===== src/sef_params.svh =====
// Offsets, field positions, reset values and timing counts for the
// serdes event flag block. Assumes a 40 MHz system clock.
`ifndef SEF_PARAMS_SVH
`define SEF_PARAMS_SVH

`define SEF_OFF_FLAGS 8'h00
`define SEF_OFF_ENABLES 8'h04
`define SEF_OFF_MODE 8'h08
`define SEF_OFF_CLEAR 8'h0c

`define SEF_BIT_RX_FAULT 7
`define SEF_BIT_RX_EOP 6
`define SEF_BIT_SYNC 5
`define SEF_BIT_TX_EMPTY 4
`define SEF_BIT_TX_UNDERRUN 3
`define SEF_BIT_LINK 2
`define SEF_BIT_RX_FULL 1
`define SEF_BIT_CARRIER 0

`define SEF_BIT_EDGE_SEL 4

`define SEF_RST_FLAGS 8'h00
`define SEF_RST_ENABLES 8'h00
`define SEF_RST_MODE 8'h00

`define SEF_CLK_PERIOD_NS 25
`define SEF_LINK_MIN_NS 75
`define SEF_LINK_MAX_NS 250
`define SEF_LINK_MIN_CYC ((`SEF_LINK_MIN_NS + `SEF_CLK_PERIOD_NS - 1) / `SEF_CLK_PERIOD_NS)
`define SEF_LINK_MAX_CYC (`SEF_LINK_MAX_NS / `SEF_CLK_PERIOD_NS)

`endif


===== src/sef_pkg.sv =====
// Types shared by the serdes event flag block.
// Assumes the params header is compiled alongside.
package sef_pkg;
    typedef enum logic [3:0] {
        SEF_MODE_OFF = 4'b0000,
        SEF_MODE_10BT = 4'b0001,
        SEF_MODE_USB = 4'b0010,
        SEF_MODE_UART = 4'b0011,
        SEF_MODE_SPI = 4'b0101,
        SEF_MODE_GPSI = 4'b0110
    } sef_mode_t;

    typedef enum logic [1:0] {
        SEF_LP_IDLE = 2'b00,
        SEF_LP_HIGH = 2'b01,
        SEF_LP_LONG = 2'b10
    } sef_lp_state_t;
endpackage : sef_pkg


===== src/sef_event_flags.sv =====
// Event flag, enable and interrupt logic for one serdes channel.
// Assumes the serial engine drives one-cycle event pulses on aclk and
// that line inputs (link pulse, receive enable, spi clock) are async.
`include "sef_params.svh"

module sef_event_flags
    import sef_pkg::*;
(
    input wire logic aclk,
    input wire logic aresetn,
    input wire logic [7:0] s_axi_awaddr,
    input wire logic s_axi_awvalid,
    output logic s_axi_awready,
    input wire logic [31:0] s_axi_wdata,
    input wire logic [3:0] s_axi_wstrb,
    input wire logic s_axi_wvalid,
    output logic s_axi_wready,
    output logic [1:0] s_axi_bresp,
    output logic s_axi_bvalid,
    input wire logic s_axi_bready,
    input wire logic [7:0] s_axi_araddr,
    input wire logic s_axi_arvalid,
    output logic s_axi_arready,
    output logic [31:0] s_axi_rdata,
    output logic [1:0] s_axi_rresp,
    output logic s_axi_rvalid,
    input wire logic s_axi_rready,
    input wire logic manchester_phase_error,
    input wire logic usb_rx_bit_valid,
    input wire logic usb_rx_bit,
    input wire logic rx_end_of_packet,
    input wire logic rx_sync_detect,
    input wire logic tx_buffer_empty,
    input wire logic tx_shift_done,
    input wire logic tx_buffer_loaded,
    input wire logic rx_buffer_full,
    input wire logic usb_transmitting,
    input wire logic usb_receive_busy,
    input wire logic link_pulse_pin,
    input wire logic energy_pin,
    input wire logic gpsi_receive_enable_input,
    input wire logic spi_clock_pin,
    output logic tx_eop_request,
    output logic irq
);

    // =====================================================================
    // Registers and pin synchronisers
    // =====================================================================
    logic [7:0] serdes_irq_flags_r;
    logic [7:0] serdes_irq_enables_r;
    logic [7:0] mode_r;
    logic [2:0] usb_ones_r;
    logic [1:0] lp_sync_r;
    logic [1:0] en_sync_r;
    logic [1:0] gpsi_receive_enable_input_sync_r;
    logic [1:0] sck_sync_r;
    logic gpsi_receive_enable_input_d_r;
    logic sck_d_r;
    logic carrier_d_r;
    logic [3:0] lp_cnt_r;
    sef_lp_state_t lp_state_r;
    logic tx_pending_r;
    logic [7:0] serdes_irq_flags_nxt;

    sef_mode_t mode;
    logic carrier_sel;
    logic is_10bt;
    logic is_usb;
    logic link_pulse_ok;
    logic carrier_live;
    logic underrun_evt;
    logic eop_evt;
    logic fault_evt;
    logic carrier_evt;
    logic [7:0] set_evt;
    logic [7:0] flags_view;
    logic wr_fire;
    logic [7:0] wr_addr;

    always_comb
    begin
        mode = sef_mode_t'(mode_r[3:0]);
    end
    assign carrier_sel = mode_r[`SEF_BIT_EDGE_SEL];
    assign is_10bt = (mode == SEF_MODE_10BT);
    assign is_usb = (mode == SEF_MODE_USB);

    always_ff @(posedge aclk)
    begin
        if (!aresetn)
        begin
            lp_sync_r <= 2'h0;
            en_sync_r <= 2'h0;
            gpsi_receive_enable_input_sync_r <= 2'h0;
            sck_sync_r <= 2'h0;
            gpsi_receive_enable_input_d_r <= 1'b0;
            sck_d_r <= 1'b0;
        end
        else
        begin
            lp_sync_r <= {lp_sync_r[0], link_pulse_pin};
            en_sync_r <= {en_sync_r[0], energy_pin};
            gpsi_receive_enable_input_sync_r <= {gpsi_receive_enable_input_sync_r[0], gpsi_receive_enable_input};
            sck_sync_r <= {sck_sync_r[0], spi_clock_pin};
            gpsi_receive_enable_input_d_r <= gpsi_receive_enable_input_sync_r[1];
            sck_d_r <= sck_sync_r[1];
        end
    end

    // =====================================================================
    // USB unstuffing check
    // =====================================================================
    // Six ones counted; the seventh in a row is the violation.
    always_ff @(posedge aclk)
    begin
        if (!aresetn)
            usb_ones_r <= 3'h0;
        else if (usb_rx_bit_valid)
        begin
            if (!usb_rx_bit)
                usb_ones_r <= 3'h0;
            else if (usb_ones_r != 3'h6)
                usb_ones_r <= usb_ones_r + 3'h1;
        end
    end

    // =====================================================================
    // Link pulse width measurement
    // =====================================================================
    // Width in whole cycles; a pulse lasting past the maximum is rejected
    // and the counter stops so it cannot wrap into the window again.
    always_ff @(posedge aclk)
    begin
        if (!aresetn)
        begin
            lp_state_r <= SEF_LP_IDLE;
            lp_cnt_r <= 4'h0;
        end
        else
        begin
            case (lp_state_r)
                SEF_LP_IDLE:
                begin
                    lp_cnt_r <= 4'h1;
                    if (lp_sync_r[1])
                        lp_state_r <= SEF_LP_HIGH;
                end
                SEF_LP_HIGH:
                begin
                    if (!lp_sync_r[1])
                        lp_state_r <= SEF_LP_IDLE;
                    else if (lp_cnt_r == 4'(`SEF_LINK_MAX_CYC))
                        lp_state_r <= SEF_LP_LONG;
                    else
                        lp_cnt_r <= lp_cnt_r + 4'h1;
                end
                SEF_LP_LONG:
                begin
                    if (!lp_sync_r[1])
                        lp_state_r <= SEF_LP_IDLE;
                end
                default:
                    lp_state_r <= SEF_LP_IDLE;
            endcase
        end
    end

    assign link_pulse_ok = (lp_state_r == SEF_LP_HIGH) && !lp_sync_r[1] &&
        (lp_cnt_r >= 4'(`SEF_LINK_MIN_CYC));

    // =====================================================================
    // Transmit underrun tracking
    // =====================================================================
    // A load marks the buffer as holding fresh data; a shift-out with no
    // fresh data behind it is an underrun.
    always_ff @(posedge aclk)
    begin
        if (!aresetn)
            tx_pending_r <= 1'b0;
        else if (tx_buffer_loaded)
            tx_pending_r <= 1'b1;
        else if (tx_shift_done)
            tx_pending_r <= 1'b0;
    end

    assign underrun_evt = tx_shift_done && !tx_pending_r &&
        !tx_buffer_loaded;

    always_ff @(posedge aclk)
    begin
        if (!aresetn)
            tx_eop_request <= 1'b0;
        else
            tx_eop_request <= underrun_evt && (is_usb || is_10bt);
    end

    // =====================================================================
    // Event sources
    // =====================================================================
    always_comb
    begin
        fault_evt = 1'b0;
        eop_evt = 1'b0;
        carrier_live = 1'b1;
        if (is_10bt)
        begin
            fault_evt = manchester_phase_error;
            eop_evt = rx_end_of_packet;
            carrier_live = !(en_sync_r[1] && lp_sync_r[1]);
        end
        else if (is_usb)
        begin
            fault_evt = usb_rx_bit_valid && usb_rx_bit &&
                (usb_ones_r == 3'h6);
            eop_evt = rx_end_of_packet;
            carrier_live = !usb_receive_busy;
        end
        else if (mode == SEF_MODE_GPSI)
            eop_evt = gpsi_receive_enable_input_d_r && !gpsi_receive_enable_input_sync_r[1];
        else if (mode == SEF_MODE_SPI)
            eop_evt = !sck_d_r && sck_sync_r[1];
    end

    always_ff @(posedge aclk)
    begin
        if (!aresetn)
            carrier_d_r <= 1'b1;
        else
            carrier_d_r <= carrier_live;
    end

    // Carrier present reads zero; detection is a one-to-zero change, or zero-to-one when the edge select bit is set.
    assign carrier_evt = carrier_sel ? (!carrier_d_r && carrier_live) :
        (carrier_d_r && !carrier_live);

    always_comb
    begin
        set_evt = 8'h00;
        set_evt[`SEF_BIT_RX_FAULT] = fault_evt;
        set_evt[`SEF_BIT_RX_EOP] = eop_evt;
        set_evt[`SEF_BIT_SYNC] = rx_sync_detect && (is_10bt || is_usb);
        set_evt[`SEF_BIT_TX_EMPTY] = tx_buffer_empty;
        set_evt[`SEF_BIT_TX_UNDERRUN] = underrun_evt;
        set_evt[`SEF_BIT_LINK] = is_10bt && link_pulse_ok;
        set_evt[`SEF_BIT_RX_FULL] = rx_buffer_full;
        set_evt[`SEF_BIT_CARRIER] = carrier_evt;
    end

    // =====================================================================
    // AXI4-Lite slave
    // =====================================================================
    // Address and data are taken together, so one write at a time; the
    // response waits for bready before the next write is accepted.
    assign wr_fire = s_axi_awvalid && s_axi_wvalid && !s_axi_bvalid;
    assign s_axi_awready = wr_fire;
    assign s_axi_wready = wr_fire;
    assign wr_addr = {s_axi_awaddr[7:2], 2'b00};
    assign s_axi_bresp = 2'b00;
    assign s_axi_rresp = 2'b00;
    assign s_axi_arready = !s_axi_rvalid;

    always_ff @(posedge aclk)
    begin
        if (!aresetn)
            s_axi_bvalid <= 1'b0;
        else if (wr_fire)
            s_axi_bvalid <= 1'b1;
        else if (s_axi_bready)
            s_axi_bvalid <= 1'b0;
    end

    always_ff @(posedge aclk)
    begin
        if (!aresetn)
        begin
            serdes_irq_enables_r <= `SEF_RST_ENABLES;
            mode_r <= `SEF_RST_MODE;
        end
        else if (wr_fire && s_axi_wstrb[0])
        begin
            if (wr_addr == `SEF_OFF_ENABLES)
                serdes_irq_enables_r <= s_axi_wdata[7:0];
            else if (wr_addr == `SEF_OFF_MODE)
                mode_r <= s_axi_wdata[7:0];
        end
    end

    // =====================================================================
    // Sticky flags
    // =====================================================================
    // Zero written to the flag register, or one written to the clear
    // register, drops a bit; a same-cycle event still sets it.
    always_comb
    begin
        serdes_irq_flags_nxt = serdes_irq_flags_r;
        if (wr_fire && s_axi_wstrb[0])
        begin
            if (wr_addr == `SEF_OFF_FLAGS)
                serdes_irq_flags_nxt = serdes_irq_flags_r &
                    s_axi_wdata[7:0];
            else if (wr_addr == `SEF_OFF_CLEAR)
                serdes_irq_flags_nxt = serdes_irq_flags_r &
                    ~s_axi_wdata[7:0];
        end
        serdes_irq_flags_nxt = serdes_irq_flags_nxt | set_evt;
    end

    always_ff @(posedge aclk)
    begin
        if (!aresetn)
            serdes_irq_flags_r <= `SEF_RST_FLAGS;
        else
            serdes_irq_flags_r <= serdes_irq_flags_nxt;
    end

    // In USB mode bit 2 is a live transmit idle view, not a latched flag.
    always_comb
    begin
        flags_view = serdes_irq_flags_r;
        if (is_usb)
            flags_view[`SEF_BIT_LINK] = !usb_transmitting;
        if (is_10bt || is_usb)
            flags_view[`SEF_BIT_CARRIER] = carrier_d_r;
    end

    always_ff @(posedge aclk)
    begin
        if (!aresetn)
        begin
            s_axi_rvalid <= 1'b0;
            s_axi_rdata <= 32'h0;
        end
        else if (s_axi_arvalid && !s_axi_rvalid)
        begin
            s_axi_rvalid <= 1'b1;
            case ({s_axi_araddr[7:2], 2'b00})
                `SEF_OFF_FLAGS: s_axi_rdata <= {24'h0, flags_view};
                `SEF_OFF_ENABLES:
                    s_axi_rdata <= {24'h0, serdes_irq_enables_r};
                `SEF_OFF_MODE: s_axi_rdata <= {24'h0, mode_r};
                default: s_axi_rdata <= 32'h0;
            endcase
        end
        else if (s_axi_rready)
            s_axi_rvalid <= 1'b0;
    end

    // =====================================================================
    // Interrupt
    // =====================================================================
    // Uses the next flag register value, not the read view, so the USB live views do not raise it.
    always_ff @(posedge aclk)
    begin
        if (!aresetn)
            irq <= 1'b0;
        else
            irq <= |(serdes_irq_flags_nxt & serdes_irq_enables_r);
    end

endmodule : sef_event_flags


===== config.mk =====
export PLATFORM = sky130hd
export DESIGN_NAME = sef_event_flags
export DESIGN_NICKNAME = d
export VERILOG_FILES = /design/src/sef_pkg.sv /design/src/sef_event_flags.sv
export VERILOG_INCLUDE_DIRS = /design/src
export SDC_FILE = /design/constraint.sdc
export NUM_CORES = 1
export LEC_CHECK = 0
export BUFFER_PORTS_ARGS = -buffer_cell sky130_fd_sc_hd__buf_2
export CAP_MARGIN = 5
export CORE_MARGIN = 2
export CORE_UTILIZATION = 40
export CTS_BUF_LIST = sky130_fd_sc_hd__clkbuf_8 sky130_fd_sc_hd__clkbuf_16
export CTS_CLUSTER_DIAMETER = 200
export DETAILED_ROUTE_END_ITERATION = 10
export MAX_ROUTING_LAYER = met4
export PLACE_DENSITY = 0.78
export SLEW_MARGIN = 5
export SYNTH_ARGS = -nofsm -noshare
export SYNTH_HDL_FRONTEND = slang
export SYNTH_SLANG_ARGS = --single-unit

===== constraint.sdc =====
create_clock -name aclk -period 3.8 [get_ports aclk]
set_input_delay 0.76 -clock aclk [delete_from_list [all_inputs] [get_ports aclk]]
set_output_delay 0.76 -clock aclk [all_outputs]
set_load 0.005 [all_outputs]

==> key figures <==
Timing
  • Rel. slew slack: 48.9%
  • Fmax: 0.474 GHz
  • Fin. Hold Viols: 0
  • Fin crit period: roughly 2100 ps
  • Layout Skew: between 6 and 7 ps
  • Setup violations, final: 0
  • Setup TNS: 0 ps
  • Final period utilization: 55.5%
  • Final worst slack: ~1700 ps
  • Slew Viols, Final: 0
  • Slew @ Worst Pin: 762 ps
  • RSZ-0062 raised after global routing: no

Global routing
  • GRT Residual Overflow: 0
  • Gr usage total: 17.0%
  • Initial antenna violation count: 0
  • Largest net degree at the start of global routing: 27
  • Vias in the first global route: 2038
  • Grt met2 use: 26.7%
  • GRT met1 Usage: 20.0%
  • Met3 Track Usage GR: 5.37%
  • First-pass GRT wire length: 9640 µm
  • Global routing's busiest layer: met2

Clocking
  • TritonCTS Buffers: 9
  • PostCTS Resize Cnt: 0
  • Reg clk slew, reported paths: roughly 60 ps
  • Number of buffers inserted by hold repair at cts: 0
  • Root buffer cell: clkbuf_8
  • H-tree depth: 3
  • TritonCTS sink count: 57
  • Post-CTS setup buffer count: 0
  • CTS tree: done
  • Bufs on Longest Clock Path: 2
  • Worst-skew pair later-pin latency: 340 ps

Yosys
  • Mapped Area: 0.00282 mm²
  • FFs w/ async S/R, synth: 0%
  • Proportion of synthesized area in mux cells: 8.53%
  • Synth warn: 0
  • Avg Cell Area, Syn: 8.66 µm²
  • Synth cell count leaders: 57 x dfxtp_1, 45 x nor2_1, 31 x buf_4
  • Area leader, netlist: dfxtp_1
  • Most frequent cell after synthesis: dfxtp_1
  • Netlist cell types: 51
  • Synth Area in Adders: roughly 1.8%
  • Sequential fraction of the synthesis area: about two fifths
  • Yosys top cell area share: between 40% and 50%
  • Post-Synth Simple-Gate Area: between 20% and 30%
  • Post-Synth XOR/XNOR Area: 1.24%
  • Number of enable flip-flop cells after synthesis: 0
  • Seq cells post-synth: between 50 and 60
  • Largest family of logic cells by synthesized area: simple AND/OR/NAND/NOR gates
  • Synth Instances: ~330
  • Synth top area cells: dfxtp_1 41%, mux2i_1 8.5%, buf_4 8.3%, nor2_1 6.0%, a21oi_1 2.8%
  • Synth Area in Compound Gates: roughly 14%
  • Primary FF master, synth: dfxtp_1

Flow run
  • Max Cap Viol: 0

Die
  • Initial core utilization: around two fifths
  • Core outline area: 0.00679 mm²
  • Die X: 87.9 µm
  • Rows: 30
  • Die Area: 0.00772 mm²
  • Die Span Y: a little under 90 µm
  • IO Count: about 120

Pwr
  • Net Switching: about 0.00030 W
  • Sw Share: 24.4%
  • Int Pwr: 0.000928 W
  • Logic pwr share: roughly 7.7%
  • Sequential power share: around 50%
  • Power density cells: between 300 and 400 mW/mm²
  • Total leakage power: 1.49 nW
  • Clock Power Share: about 42%
  • Maximum VDD drop: ~0.23 mV

Setup path
  • Crit-path max cell delay: ~460 ps
  • CP Cell Sequence: buf_2, nor3b_4, and3_1, nand3b_1, mux2i_1, nor2_1
  • Crit. End Element: flip-flop
  • CP arrival: 2320 ps
  • CP top delay family: simple AND/OR/NAND/NOR gates
  • Required @ worst endpoint: ~4000 ps
  • Critical R2R Capture: mode_r[5]
  • Worst setup SP type: primary input
  • FF-to-FF Start: s_axi_bvalid
  • Largest fanout on the critical path: 8
  • Buf/Inv on CP: 1
  • Reg-to-reg setup timing slack: around 1800 ps
  • Worst r2r path cells: 5
  • Critical path class: in -> reg
  • CP max stage cell: nand3b_1

Route
  • Routed Antenna Nets: 0
  • Drt pass-1 iters: 4
  • DR WL/cell: 12.8 µm
  • DRC violations left: 0
  • Initial DRC count: 127
  • Via count: 2336
  • Routed wire length: ~6100 µm
  • Via-per-instance ratio: 4.89

Outcome
  • Status: finished, final reports clean

Placement
  • Post-place setup slack: 1350 ps
  • Post-DP HPWL: 4480 µm
  • PortBufs: 57
  • Placer Congestion: 0.874

Cells and area
  • Final net count: 456
  • Multi-input logic area: 0.00144 mm²
  • Fill cells: 642
  • Storage element area: 0.00114 mm²
  • Layout area overhead: 14.2%
  • Inserted Diodes: 0
  • Fraction of layout cells with a size suffix above 1: 20.4%

Min path
  • Min-delay worst type: reg -> reg
  • HP Start: gpsi_receive_enable_input_sync_r[0]
  • Hold Crit Depth: 1
  • Hold endpoint: gpsi_receive_enable_input_sync_r[1]
-- state kept, by name (all words and copies together) (netlist names), 3 cells and up --
signal / count
lp_cnt_r: 4
mode_r: 8
s_axi_rdata: 8
serdes_irq_enables_r: 8
serdes_irq_flags_r: 8
usb_ones_r: 3
-- area by class of cell --
cell class	instances	share of cell area, %
multi-input combinational	242	44.9
sequential	57	35.5
timing repair buffer	58	9.11
clock buffer	12	5.14
tap	96	3.74
inverter	10	1.17
clock inverter	3	0.467
-- metal layers --
metal | part of all wire [%] | vias to the layer above
li1 | - | 1171
met1 | 44 | 1078
met2 | 48 | 75
met3 | 5.8 | 12
met4 | 1.9 | 0
met5 | 0 | -
-- cells by family after synthesis --
kind of cell    count (synthesis)
other cells                     1
fa+ha+maj                       4
buf+inv                        53
xor+xnor                        4
mux                            24
compound gates                 59
simple gates                  123
flops                          57
-- metrics by stage --
step | cell area [µm²] | hold WS (ps) | power, W | util [%] | std cells
floorplan | 2920 | 412 | 0.000702 | - | 352
global placement | 3030 | 414 | 0.000719 | 44.7 | 463
detailed placement | 3030 | 419 | 0.000721 | 44.7 | 463
CTS | 3210 | 433 | 0.00124 | 47.3 | 478
global route | 3210 | 453 | 0.00128 | 47.3 | 478
finish | 3210 | 435 | 0.00123 | 47.3 | 478
-- how the worst max path moves through the flow --
stage,cells after the start,to,from
global placement,6,serdes_irq_enables_r[0],s_axi_awaddr[7]
global route,6,mode_r[5],s_axi_awvalid
detailed placement,6,mode_r[5],s_axi_awaddr[7]
CTS,6,mode_r[5],s_axi_awaddr[7]
finish,6,mode_r[5],s_axi_awaddr[7]
floorplan,8,irq,s_axi_awvalid
-- cell usage in the layout, fill, tap and decap left out, types with 3 or more instances in the layout --
master and n:
clkbuf_8 12, o2111ai_1 4, dfxtp_1 57, buf_2 57, nand3_1 8, ha_1 4, and2_1 11, mux2i_1 24
nand2_1 21, a21oi_1 16, nand2b_1 3, a22oi_1 9, nand3b_1 3, nor3_1 8, inv_1 9, nor2b_1 6
conb_1 28, clkinv_2 3, and3_1 6, nor2_1 45, o21ai_0 12
-- power by group through the flow --
stage	clock network [W]	logic, W	registers (W)
6_report	0.000519	0.0000943	0.000614
5_1_grt	0.000562	0.000106	0.000615
4_1_cts	0.000533	0.0000937	0.000614
3_5_place_dp	0	0.0000934	0.000628
3_3_place_gp	0	0.0000914	0.000627
2_1_floorplan	0	0.0000751	0.000627
Power figures use the tool's default switching activity.
